[src/rtl/sph_defs.vh]
// Byte codes, packet layout and timing constants for the packet handshake sequencer
`ifndef SPH_DEFS_VH
`define SPH_DEFS_VH
`define SPH_STX            8'h02
`define SPH_ETX            8'h03
`define SPH_EOT            8'h04
`define SPH_ENQ            8'h05
`define SPH_ACK            8'h06
`define SPH_SPACE          8'h20
`define SPH_CHR_0          8'h30
`define SPH_CHR_2          8'h32
`define SPH_CHR_A          8'h41
`define SPH_CHR_B          8'h42
`define SPH_CHR_D          8'h44
`define SPH_CMD_LEN        8'h04
`define SPH_TIMEOUT_MS     2000
`define SPH_CLK_KHZ        20000
`define SPH_TIMEOUT_CYC    (`SPH_TIMEOUT_MS * `SPH_CLK_KHZ)
`define SPH_DATA_MAX       8
`endif

[src/rtl/sph_fifo.v]
// Parameterised synchronous FIFO with valid/ready on both sides
`timescale 1ns/1ns
module sph_fifo #(
    parameter WIDTH = 8,
    parameter DEPTH = 4,
    parameter AW    = 2
) (
    input  wire             clk_sys,
    input  wire             rst_b,
    input  wire [WIDTH-1:0] in_data,
    input  wire             in_valid,
    output wire             in_ready,
    output wire [WIDTH-1:0] out_data,
    output wire             out_valid,
    input  wire             out_ready
);
    reg [WIDTH-1:0] mem [0:DEPTH-1];
    reg [AW-1:0]    wr_ptr;
    reg [AW-1:0]    rd_ptr;
    reg [AW:0]      count;
    wire            push;
    wire            pop;

    assign in_ready  = (count != DEPTH[AW:0]);
    assign out_valid = (count != {(AW+1){1'b0}});
    assign out_data  = mem[rd_ptr];
    assign push      = in_valid & in_ready;
    assign pop       = out_valid & out_ready;

    always @(posedge clk_sys) begin
        if (push) begin
            mem[wr_ptr] <= in_data;
        end
        if (!rst_b) begin
            wr_ptr <= {AW{1'b0}};
            rd_ptr <= {AW{1'b0}};
            count  <= {(AW+1){1'b0}};
        end else begin
            if (push) begin
                wr_ptr <= (wr_ptr == DEPTH[AW-1:0] - 1'b1) ? {AW{1'b0}} : wr_ptr + 1'b1;
            end
            if (pop) begin
                rd_ptr <= (rd_ptr == DEPTH[AW-1:0] - 1'b1) ? {AW{1'b0}} : rd_ptr + 1'b1;
            end
            count <= count + {{AW{1'b0}}, push} - {{AW{1'b0}}, pop};
        end
    end
endmodule // sph_fifo

[src/rtl/sph_seq.v]
// Handshake sequencer for the ASCII text-packet command link
`timescale 1ns/1ns
`include "sph_defs.vh"

// Overview of operation
// - Enquiry is answered with lone acknowledge 0x06, then hold for a packet.
// - No packet within 2 seconds: timeout, send failure reply.
// - Good write packet: send success reply 02 30 32 41 30 32 44 03.
// - Bad, unexecutable or timed-out packet: send failure reply ...41 32 32 42 03.
// - Control codes travel as lone bytes, never framed by 0x02/0x03.
// - Command fields shorter than four characters are padded with 0x20.
// - Acceptable read packet is answered with success reply before any data.
// - Client acknowledge in a read: send framed data packet, command beginning 0x44.
// - Checksum is zero minus sum of length through data, sent as two hex chars.
// - Length field counts command plus data characters as two hex chars.
// - Bytes are 8N1 on the link; serialising is outside this block.
// - Any byte received in hold restarts the packet-wait timeout.
module sph_seq #(
    parameter         DATA_MAX    = `SPH_DATA_MAX,
    parameter [31:0]  TIMEOUT_CYC = `SPH_TIMEOUT_CYC
) (
    input  wire                  clk_sys,
    input  wire                  rst_b,
    input  wire [7:0]            rx_data,
    input  wire                  rx_valid,
    output reg  [7:0]            tx_data,
    output reg                   tx_valid,
    input  wire                  tx_ready,
    output reg  [31:0]           cmd_word,
    output reg  [8*DATA_MAX-1:0] cmd_arg,
    output reg  [7:0]            cmd_arg_len,
    output reg                   cmd_is_read,
    output reg                   cmd_strobe,
    input  wire                  exec_done,
    input  wire                  exec_ok,
    input  wire [8*DATA_MAX-1:0] read_data,
    input  wire [7:0]            read_len,
    output reg                   hold_active,
    output reg                   timeout_flag
);
    localparam [3:0] ST_IDLE = 4'h0, ST_HOLD = 4'h1, ST_LEN0 = 4'h2, ST_LEN1 = 4'h3,
                     ST_BODY = 4'h4, ST_CK0 = 4'h5, ST_CK1 = 4'h6, ST_ETX = 4'h7,
                     ST_EXEC = 4'h8, ST_SEND = 4'h9, ST_RDACK = 4'hA;
    localparam [1:0] PK_OK = 2'h0, PK_FAIL = 2'h1, PK_DATA = 2'h2, PK_ACK = 2'h3;

    reg  [3:0]  state;
    reg  [31:0] tmo_cnt;
    reg  [7:0]  len;
    reg  [7:0]  idx;
    reg  [7:0]  sum;
    reg  [3:0]  ck_hi;
    reg         bad;
    reg  [1:0]  pk_kind;
    reg  [7:0]  tx_idx;
    reg         tx_busy;
    reg         read_pend;
    wire [7:0]  q_data;
    wire        q_valid;
    wire        q_ready;
    reg  [7:0]  f_data;
    reg         f_valid;
    wire        f_ready;
    reg  [7:0]  pk_len;
    reg  [7:0]  pk_sum;

    // Hex nibble <-> ASCII
    function [3:0] hex_val;
        input [7:0] c;
        begin
            if (c >= 8'h30 && c <= 8'h39) hex_val = c[3:0];
            else if (c >= 8'h41 && c <= 8'h46) hex_val = c[3:0] + 4'h9;
            else hex_val = 4'h0;
        end
    endfunction
    function hex_ok;
        input [7:0] c;
        begin
            hex_ok = (c >= 8'h30 && c <= 8'h39) || (c >= 8'h41 && c <= 8'h46);
        end
    endfunction
    function [7:0] hex_chr;
        input [3:0] n;
        begin
            hex_chr = (n < 4'hA) ? {4'h3, n} : (8'h37 + {4'h0, n});
        end
    endfunction

    // Reply packet image: success, failure, data reply or lone acknowledge
    function [7:0] pk_byte;
        input [1:0] kind;
        input [7:0] i;
        input [7:0] n;
        input [7:0] cks;
        input [8*DATA_MAX-1:0] d;
        reg   [7:0] last;
        begin
            last = n + 8'h04;
            pk_byte = 8'h00;
            if (kind == PK_ACK) pk_byte = `SPH_ACK;
            else if (i == 8'h00) pk_byte = `SPH_STX;
            else if (i == 8'h01) pk_byte = hex_chr(n[7:4]);
            else if (i == 8'h02) pk_byte = hex_chr(n[3:0]);
            else if (i == 8'h03) pk_byte = (kind == PK_DATA) ? `SPH_CHR_D : `SPH_CHR_A;
            else if (i == 8'h04) pk_byte = (kind == PK_FAIL) ? `SPH_CHR_2 : `SPH_CHR_0;
            else if (i == last - 8'h01) pk_byte = hex_chr(cks[7:4]);
            else if (i == last) pk_byte = hex_chr(cks[3:0]);
            else if (i == last + 8'h01) pk_byte = `SPH_ETX;
            else pk_byte = d[8*DATA_MAX-1 - 8*(i-8'h05) -: 8];
        end
    endfunction

    function [7:0] pk_cks;
        input [1:0] kind;
        input [7:0] n;
        input [8*DATA_MAX-1:0] d;
        integer k;
        reg [7:0] s;
        begin
            s = 8'h00 - hex_chr(n[7:4]) - hex_chr(n[3:0]);
            s = s - ((kind == PK_DATA) ? `SPH_CHR_D : `SPH_CHR_A);
            s = s - ((kind == PK_FAIL) ? `SPH_CHR_2 : `SPH_CHR_0);
            for (k = 0; k < DATA_MAX; k = k + 1) begin
                if (kind == PK_DATA && k + 2 < n) s = s - d[8*DATA_MAX-1-8*k -: 8];
            end
            pk_cks = s;
        end
    endfunction

    always @* begin
        pk_len = (pk_kind == PK_DATA) ? read_len + 8'h02 : 8'h02;
        pk_sum = pk_cks(pk_kind, pk_len, read_data);
        f_data = pk_byte(pk_kind, tx_idx, pk_len, pk_sum, read_data);
        f_valid = tx_busy;
    end

    ////////////////////////////////////////////////////////////////////////////
    // Outgoing bytes are queued so a slow UART back-pressures the sequencer
    sph_fifo #(.WIDTH(8), .DEPTH(4), .AW(2)) u_txq (
        .clk_sys   (clk_sys),
        .rst_b     (rst_b),
        .in_data   (f_data),
        .in_valid  (f_valid),
        .in_ready  (f_ready),
        .out_data  (q_data),
        .out_valid (q_valid),
        .out_ready (q_ready)
    );
    assign q_ready = ~tx_valid | tx_ready;

    always @(posedge clk_sys) begin
        if (!rst_b) begin
            tx_data  <= 8'h00;
            tx_valid <= 1'b0;
        end else if (q_ready) begin
            // One whole byte per handshake; the UART adds start and stop bits
            tx_data  <= q_data;
            tx_valid <= q_valid;
        end
    end

    ////////////////////////////////////////////////////////////////////////////
    always @(posedge clk_sys) begin
        if (!rst_b) begin
            state        <= ST_IDLE;
            tmo_cnt      <= 32'h0;
            len          <= 8'h00;
            idx          <= 8'h00;
            sum          <= 8'h00;
            ck_hi        <= 4'h0;
            bad          <= 1'b0;
            pk_kind      <= PK_ACK;
            tx_idx       <= 8'h00;
            tx_busy      <= 1'b0;
            read_pend    <= 1'b0;
            cmd_word     <= 32'h0;
            cmd_arg      <= {8*DATA_MAX{1'b0}};
            cmd_arg_len  <= 8'h00;
            cmd_is_read  <= 1'b0;
            cmd_strobe   <= 1'b0;
            hold_active  <= 1'b0;
            timeout_flag <= 1'b0;
        end else begin
            cmd_strobe  <= 1'b0;
            hold_active <= (state == ST_HOLD);
            if (tx_busy && f_ready) begin
                if (pk_kind == PK_ACK || tx_idx == pk_len + 8'h05) begin
                    tx_busy <= 1'b0;
                    tx_idx  <= 8'h00;
                end else begin
                    tx_idx <= tx_idx + 8'h01;
                end
            end
            case (state)
            ST_IDLE: begin
                if (rx_valid && rx_data == `SPH_ENQ) begin
                    pk_kind <= PK_ACK;
                    tx_busy <= 1'b1;
                    tmo_cnt <= 32'h0;
                    timeout_flag <= 1'b0;
                    state   <= ST_HOLD;
                end
            end
            ST_HOLD, ST_LEN0, ST_LEN1, ST_BODY, ST_CK0, ST_CK1, ST_ETX: begin
                if (rx_valid) begin
                    tmo_cnt <= 32'h0;
                end else if (!tx_busy) begin
                    tmo_cnt <= tmo_cnt + 32'h1;
                end
                if (rx_valid && rx_data == `SPH_EOT) begin
                    state <= ST_IDLE;
                end else if (!rx_valid && !tx_busy && tmo_cnt >= TIMEOUT_CYC - 32'h1) begin
                    timeout_flag <= 1'b1;
                    pk_kind <= PK_FAIL;
                    tx_busy <= 1'b1;
                    state   <= ST_SEND;
                end else if (rx_valid) begin
                    case (state)
                    ST_HOLD: if (rx_data == `SPH_STX) begin
                        bad <= 1'b0;
                        sum <= 8'h00;
                        cmd_word <= {4{`SPH_SPACE}};
                        cmd_arg  <= {8*DATA_MAX{1'b0}};
                        state <= ST_LEN0;
                    end
                    ST_LEN0: begin
                        len <= {hex_val(rx_data), 4'h0};
                        bad <= ~hex_ok(rx_data);
                        sum <= sum - rx_data;
                        state <= ST_LEN1;
                    end
                    ST_LEN1: begin
                        len <= {len[7:4], hex_val(rx_data)};
                        bad <= bad | ~hex_ok(rx_data);
                        sum <= sum - rx_data;
                        idx <= 8'h00;
                        state <= ({len[7:4], hex_val(rx_data)} == 8'h00) ? ST_CK0 : ST_BODY;
                    end
                    ST_BODY: begin
                        sum <= sum - rx_data;
                        if (idx < `SPH_CMD_LEN)
                            cmd_word[31 - 8*idx[1:0] -: 8] <= rx_data;
                        else if (idx - `SPH_CMD_LEN < DATA_MAX)
                            cmd_arg[8*DATA_MAX-1 - 8*(idx-`SPH_CMD_LEN) -: 8] <= rx_data;
                        else
                            bad <= 1'b1;
                        idx <= idx + 8'h01;
                        if (idx + 8'h01 == len) state <= ST_CK0;
                    end
                    ST_CK0: begin
                        ck_hi <= hex_val(rx_data);
                        bad <= bad | ~hex_ok(rx_data);
                        state <= ST_CK1;
                    end
                    ST_CK1: begin
                        bad <= bad | ~hex_ok(rx_data) | ({ck_hi, hex_val(rx_data)} != sum);
                        state <= ST_ETX;
                    end
                    ST_ETX: begin
                        if (rx_data != `SPH_ETX || bad || len < `SPH_CMD_LEN) begin
                            pk_kind <= PK_FAIL;
                            tx_busy <= 1'b1;
                            state   <= ST_SEND;
                        end else begin
                            cmd_arg_len <= len - `SPH_CMD_LEN;
                            cmd_is_read <= (len == `SPH_CMD_LEN);
                            cmd_strobe  <= 1'b1;
                            state       <= ST_EXEC;
                        end
                    end
                    default: state <= ST_HOLD;
                    endcase
                end
            end
            ST_EXEC: if (exec_done) begin
                pk_kind   <= exec_ok ? PK_OK : PK_FAIL;
                read_pend <= exec_ok & cmd_is_read;
                tx_busy   <= 1'b1;
                state     <= ST_SEND;
            end
            ST_SEND: if (!tx_busy) begin
                tmo_cnt <= 32'h0;
                // Failure drops the hold; client must restart with an enquiry
                state <= (pk_kind == PK_FAIL) ? ST_IDLE :
                         read_pend ? ST_RDACK : ST_HOLD;
            end
            ST_RDACK: if (rx_valid) begin
                if (rx_data == `SPH_ACK) begin
                    pk_kind   <= PK_DATA;
                    read_pend <= 1'b0;
                    tx_busy   <= 1'b1;
                    state     <= ST_SEND;
                end else if (rx_data == `SPH_EOT) begin
                    read_pend <= 1'b0;
                    state     <= ST_IDLE;
                end
            end
            default: state <= ST_IDLE;
            endcase
        end
    end
endmodule // sph_seq

[config.mk]
export PLATFORM = sky130hd
export DESIGN_NAME = sph_seq
export DESIGN_NICKNAME = d
export VERILOG_FILES = /design/src/rtl/sph_fifo.v /design/src/rtl/sph_seq.v
export VERILOG_INCLUDE_DIRS = /design/src /design/src/rtl
export SDC_FILE = /design/constraint.sdc
export NUM_CORES = 1
export LEC_CHECK = 0
export ABC_CLOCK_PERIOD_IN_PS = 20400
export BUFFER_PORTS_ARGS = -buffer_cell sky130_fd_sc_hd__buf_2
export CORE_ASPECT_RATIO = 1.25
export CORE_MARGIN = 10
export CORE_UTILIZATION = 35
export DETAILED_ROUTE_END_ITERATION = 6
export MAX_ROUTING_LAYER = met4
export PLACE_DENSITY_LB_ADDON = 0.05
export SYNTH_ARGS = -nofsm -noshare
export SYNTH_HDL_FRONTEND = slang
export SYNTH_HIERARCHICAL = 1
export SYNTH_SLANG_ARGS = --single-unit
[constraint.sdc]
create_clock -name clk_sys -period 20.4 [get_ports clk_sys]
set_clock_uncertainty 0.15 [all_clocks]
set_input_delay 2.04 -clock clk_sys [delete_from_list [all_inputs] [get_ports clk_sys]]
set_output_delay 2.04 -clock clk_sys [all_outputs]
set_load 0.01 [all_outputs]
Word-level counts from Yosys, hierarchy flattened
Memory sizes are Yosys's and may differ from the RTL's. A register that Yosys moved wholly into a read port is not among the register bits. Index checks and enable logic that the tools add are counted.

Reduce and logical (&&, ||, !) cells: 53. Multiply operators: 0. Shifts and indexed selects: 5. Multiplexer cells: 115. Magnitude comparators: 20. $add $sub $neg: 38. Eq/ne operators: 52. Bitwise logic cells: 16. Divide/modulo/power cells: 0.

Operators with widths (number): 32-bit 2-to-1 mux (6); 64-bit 2-to-1 mux (3); 8-bit 2-to-1 mux (20); 64-bit case mux with 2 select lines (1); 4-bit 2-to-1 mux (27); 32-bit case mux with 3 select lines (1); 8-bit subtractor (12); 8-bit by 34-bit variable shift with 71-bit output, first input constant (1); 71-bit by 33-bit variable part select with 8-bit output (1); 8-bit by 34-bit variable part select with 71-bit output (1); 32-bit negator with 34-bit output (2); 64-bit bitwise mux (1); 32-bit case mux with 2 select lines (1); 8-bit case mux with 2 select lines (3); 8-bit by 3-bit == test with 1-bit output, second input constant (5); 8-bit == test (5); 8-bit by 34-bit variable shift with 39-bit output, first input constant (1); 8-bit by 34-bit variable part select with 39-bit output (1); 32-bit by 1-bit adder with 32-bit output, second input constant (1); 32-bit bitwise mux (1); 32-bit by 26-bit >= comparator with 1-bit output, second input constant (1); 3-bit by 8-bit less-than comparator with 1-bit output, first input constant (4); 32-bit by 4-bit less-than comparator with 1-bit output, second input constant (1); 6-bit by 4-bit adder with 7-bit output, first input constant (4); other kinds (68) (195).

Word-level logic and storage cells: 323. Memories: 1. Bits of input ports: 86. Memory bits (writable): 32. Output and inout port bits: 117. Latch bits: 0. ROM bits: 0. Register bits after elaboration: 193.

Memories: u_txq.mem (words 4, width 8, read ports 1, clocked after Yosys merged registers in 1, wr ports 1, line sph_fifo.v:17) `reg [WIDTH-1:0] mem [0:DEPTH-1];`.

Logic depth before layout (Yosys ltp)
Depth in word-level cells: 34. Gate-level depth with buffers: 70. Mapped depth without buffers: 67.

Modules after synthesis
Netlist, hierarchy kept.

By module, submodules not included: sph_seq (area each 16744.8 um^2, seq. area each 3883.7 um^2, times used 1, cells each 2124); sph_fifo (area each 1639.1 um^2, seq. area each 1141.1 um^2, times used 1, cells each 94).

Worst setup path after synthesis
OpenSTA, ideal clock, no wires.

Path kind: in2reg. Start: input port read_len[1]. End: memory u_txq.mem[0][2] (data pin). Setup time: 276 ps. Path buffers: 2. Data arrival time: 14333 ps. Cell stages on the path: 65. Path slack: 5641 ps. Data required time: 19974 ps. Cell sequence: ha_1 xnor2_1 nor2_1 ha_1 clkbuf_1 clkbuf_1 o32ai_1 a22oi_1 ha_1 fa_1 ha_1 inv_1 ha_1 inv_1 fa_1 inv_1 ha_1 o21a_1 [29 not listed] ha_1 and3_1 a211oi_1 xor2_1 nor2_1 a21o_1 ha_1 or2_2 a21oi_1 a31oi_1 xnor2_1 nand2_1 xnor2_1 xnor3_1 xor2_4 and2b_1 a311oi_1 o31ai_1.

Cells in the longest elaborated chain, start to end: 34. Elaborated cells on any way between the ends: 65. Classes of those cells: add/sub: 20; order compare: 12; eq/ne: 3; mux: 22; reduce/logical: 8.

Ends and longest elaborated chain: start, declared (line sph_seq.v:37) `input wire [7:0] read_len,`; 8-bit by 2-bit adder with 8-bit output (*) (line sph_seq.v:130) `pk_len = (pk_kind == PK_DATA) ? read_len + 8'h02 : 8'h02;`; 8-bit 2-to-1 mux (*) (line sph_seq.v:130); 6-bit by 4-bit adder with 7-bit output / 4-bit less-than comparator (equally long branches) (line sph_seq.v:84) `hex_chr = (n < 4'hA) ? {4'h3, n} : (8'h37 + {4'h0, n});`; 7-bit 2-to-1 mux (line sph_seq.v:84); 1-bit by 8-bit subtractor with 8-bit output (line sph_seq.v:119) `s = 8'h00 - hex_chr(n[7:4]) - hex_chr(n[3:0]);`; 8-bit subtractor (line sph_seq.v:119); 8-bit subtractor (line sph_seq.v:120) `` s = s - ((kind == PK_DATA) ? `SPH_CHR_D : `SPH_CHR_A); ``; 8-bit subtractor (line sph_seq.v:121) `` s = s - ((kind == PK_FAIL) ? `SPH_CHR_2 : `SPH_CHR_0); ``; [19 not listed]; 8-bit 2-to-1 mux (line sph_seq.v:105) `else if (i == last - 8'h01) pk_byte = hex_chr(cks[7:4]);`; 8-bit 2-to-1 mux (line sph_seq.v:104) `` else if (i == 8'h04) pk_byte = (kind == PK_FAIL) ? `SPH_CHR_2 : `SPH_CHR_0; ``; 8-bit 2-to-1 mux (line sph_seq.v:103) `` else if (i == 8'h03) pk_byte = (kind == PK_DATA) ? `SPH_CHR_D : `SPH_CHR_A; ``; 8-bit 2-to-1 mux (line sph_seq.v:102) `else if (i == 8'h02) pk_byte = hex_chr(n[3:0]);`; 8-bit 2-to-1 mux (*) (line sph_seq.v:101) `else if (i == 8'h01) pk_byte = hex_chr(n[7:4]);`; 8-bit 2-to-1 mux (*) (line sph_seq.v:100) `` else if (i == 8'h00) pk_byte = `SPH_STX; ``; 8-bit 2-to-1 mux (*) (line sph_seq.v:99) `` if (kind == PK_ACK) pk_byte = `SPH_ACK; ``; named net f_data[2] (line sph_seq.v:60) `reg [7:0] f_data;`; end, declared (line sph_fifo.v:17).

The timed path passes the listed nets; every way through them passes the cells marked *.

Worst setup path after layout
Same ends and word-level chain as after synthesis.

==> run metrics <==
Final Max Slew Viols 0; critical path class in -> reg; dominant cells by area after synthesis dfxtp_1 (22%), ha_1 (8.4%), edfxtp_1 (5.2%), nand2_1 (4.1%), nor2b_1 (3.6%); worst min-delay path class reg -> reg; root buf cell clkbuf_16; Post-CTS Setup Bufs 0; Synth-to-Final Area Change 12.9%; CTS H-tree depth 1; CTS hold repair buffers 0; die height between 200 and 300 um; largest net degree at the start of global routing 69; non-filler instance count after layout 3041; Tcrit/Tclk final between 80% and 90%; number of global-route vias before repair approximately 17k; cts repair resizes 0; via count 16.8k; Final nets roughly 2.6k; Initial Util 35.5%; number of distinct library cells after synthesis between 100 and 150; CP max-delay cell xnor3_1; Hold Fails Final Rpt 0; required time worst endpoint 20540 ps; Logic pwr share 20.3%; clock latency on the worst-skew pair around 540 ps; fin util about 40%; Routed WL per cell 21.1 um; Critical Path AT around 17000 ps; Pwr Total about 1200 uW; post-synthesis sequential area ratio 27.3%; final setup TNS 0 ps; Non-Filler Cell Area, Final a little over 0.02 mm^2; Placed Cells 2991; Rel. slew slack about a third; maximum VDD drop 0.0000474 V; initial antenna violation count 4; clock power share between 30 and 40%; Crit Path Max Fanout 16; Register Area ~0.0050 mm^2; Clock Path Buffers 3; GRT Total Usage between 20% and 30%; Yosys Warn Count 6; sequential cell fraction of total power between 40% and 50%; DRT Wirelength approximately 64000 um; pwr dens slightly below 60 mW/mm^2; layout cells sized above 1 between 10% and 20%; CP max stage delay just under 700 ps; status complete, no violations; MaxCap Viol Count 0; area of the multi-input gates between 0.01 and 0.015 mm^2; asr flop ratio synth 0%; CP most frequent cell ha_1; # rows 93; DR vias/cell 5.52; worst-margin pin slew between 1000 and 1500 ps; # port buffers between 200 and 250; Worst-path clk slew approximately 60 ps; Leak Pwr around 0.0085 uW; Cells after Synth between 2k and 2.5k; post-synth top area share between 20% and 30%; EDFF count, synth 32; Period minus WS final ~17000 ps; Primary FF master, synth dfxtp_1; TritonCTS buffer count 25; synthesized net count about 2.4k; Synth Cell Area 0.0184 mm^2; Antenna Nets Post-Route 0; DR iter-0 viols between 1k and 1.5k; # IOs 203; first-pass GRT wire length between 90000 and 100000 um; TritonCTS Sinks approximately 240; total gr overflow 0; HPWL Detailed 51300 um; RSZ-0062 raised after global routing no; Setup crit start kind input pin; sw power approximately 370 uW; Total Die Area 0.0622 mm^2; Internal Power 862 uW; DP Area 0.0199 mm^2; Net Sw Frac between 30% and 40%; cell taking the most area after synthesis dfxtp_1; core footprint around 0.052 mm^2; Die X approximately 220 um; gpl congestion approximately 0.9; final-layout fill cell count roughly 5.3k; Yosys reg bits around 240; Avg Cell Area, Syn 8.29 um^2; Critical Path Sink Type flop; final setup vio count 0; number of remaining DRC errors 0; Max Freq about 0.060 GHz; TritonCTS clock tree done; first-pass iteration count of the detailed router 5
-- synthesized netlist by cell type, types with 23 or more instances --
cell and count:
and3_1 37, xor2_1 60, a22oi_1 48, nor3_1 71, xnor2_1 70, a21boi_0 63, nand2_1 203, mux2i_1 26
nor2_1 169, o21ai_1 23, o21a_1 26, dfxtp_1 203, edfxtp_1 32, clkbuf_1 85, inv_1 129, o21ai_0 79
nand3_1 96, a21o_1 26, a21oi_1 87, ha_1 124, mux4_2 24, nand4_1 27, nor2b_1 106
-- kinds of logic (layout without fill, tap and decap cells) --
family,count (synthesis),count (layout),synth area share [%]
adders and majority gates,138,138,9.96
DFF,235,235,27.3
buffers and inverters,245,399,5.27
muxes,56,56,4.87
and+or+nand+nor,865,865,24.3
other,0,4,0
AOI/OAI and AO/OA,540,540,21.1
xor gates and xnor gates,139,139,7.23
-- state kept, by name, summed over array words and instances, names as in the netlist, 2 cells and up, named ones only --
name / flops
cmd_arg: 64
cmd_word: 32
tmo_cnt: 32
u_txq/mem: 32
cmd_arg_len: 8
idx: 8
len: 8
pk_byte.i: 8
sum: 8
tx_data: 8
ck_hi: 4
state: 4
u_txq/count: 3
pk_byte.kind: 2
u_txq/rd_ptr: 2
u_txq/wr_ptr: 2
-- critical path: cells and delay by family --
family	cells	cell delay [ps]
AO/OA/AOI/OAI	20	4350
XOR/XNOR	8	2030
adder cells (fa/ha/maj)	15	5430
buffers and inverters	4	430
multiplexers	1	270
AND/OR/NAND/NOR	14	2350
-- layer usage --
layer  wire, um  GRT usage (%)  vias to the layer above
met5          0              -                        -
met4       3280           10.2                        0
met3       2460           2.37                      100
met2      32700           36.6                      398
met1      25800           22.1                     8012
li1           -              -                     8283
-- power groups by stage --
stage | clock network [uW] | logic (uW) | registers (uW)
final | 474 | 249 | 507
after CTS | 492 | 252 | 508
after detailed placement | 0 | 250 | 518
after floorplan | 0 | 179 | 508
after global routing | 508 | 278 | 511
after global placement | 0 | 250 | 519
-- cell usage in the layout, fill, tap and decap left out, drive strengths merged, types with 11 or more instances in the layout --
cell type  synthesis  routed
clkbuf            85      29
xnor2             72      72
nor2             171     171
nand3             98      98
nor3b             11      11
o211ai            19      19
a21o              27      27
nand2            204     204
nand2b            21      21
nor2b            106     106
nor3              78      78
a21boi            68      68
o31ai             12      12
a22oi             48      48
buf               25     218
a31oi             13      13
inv              133     136
nor4              16      16
ha               124     124
o21ai            103     103
xor2              62      62
clkinv             2      13
o21a              26      26
a21oi             91      91
and2              21      21
and3              39      39
o211a             13      13
or3               22      22
a211oi            21      21
dfxtp            203     203
mux2i             28      28
nand4             29      29
mux4              24      24
edfxtp            32      32
fa                14      14
-- final cells by class --
| class | instances | area share (%) |
|---|---|---|
| antenna | 4 | 0.0482 |
| multi-input combinational | 1738 | 59.7 |
| clock buffer | 29 | 3.23 |
| tap | 665 | 4.01 |
| inverter | 135 | 2.44 |
| timing repair buffer | 218 | 5.46 |
| clock inverter | 17 | 0.868 |
| sequential | 235 | 24.2 |
-- through the flow --
stage	setup slack [ps]	hold slack, ps
5_1_grt	2500	327
6_report	3620	305
3_3_place_gp	3570	297
2_1_floorplan	5640	303
3_5_place_dp	3270	299
4_1_cts	3760	307
-- worst paths after layout --
path | start | cells past startpoint | to | slack (ps)
worst max-delay path | read_len[1] | 62 | u_txq/mem[0][2]$_DFFE_PP_ | 3620
worst min-delay path | cmd_word[12]$_SDFFE_PN0P_ | 2 | cmd_word[12]$_SDFFE_PN0P_ | 300
worst max register to register | pk_byte.kind[1]$_SDFFE_PN1P_ | 62 | u_txq/mem[0][2]$_DFFE_PP_ | 4200
worst min register to register | cmd_word[12]$_SDFFE_PN0P_ | 2 | cmd_word[12]$_SDFFE_PN0P_ | 300
No activity file was read; power rests on OpenSTA's default activity.
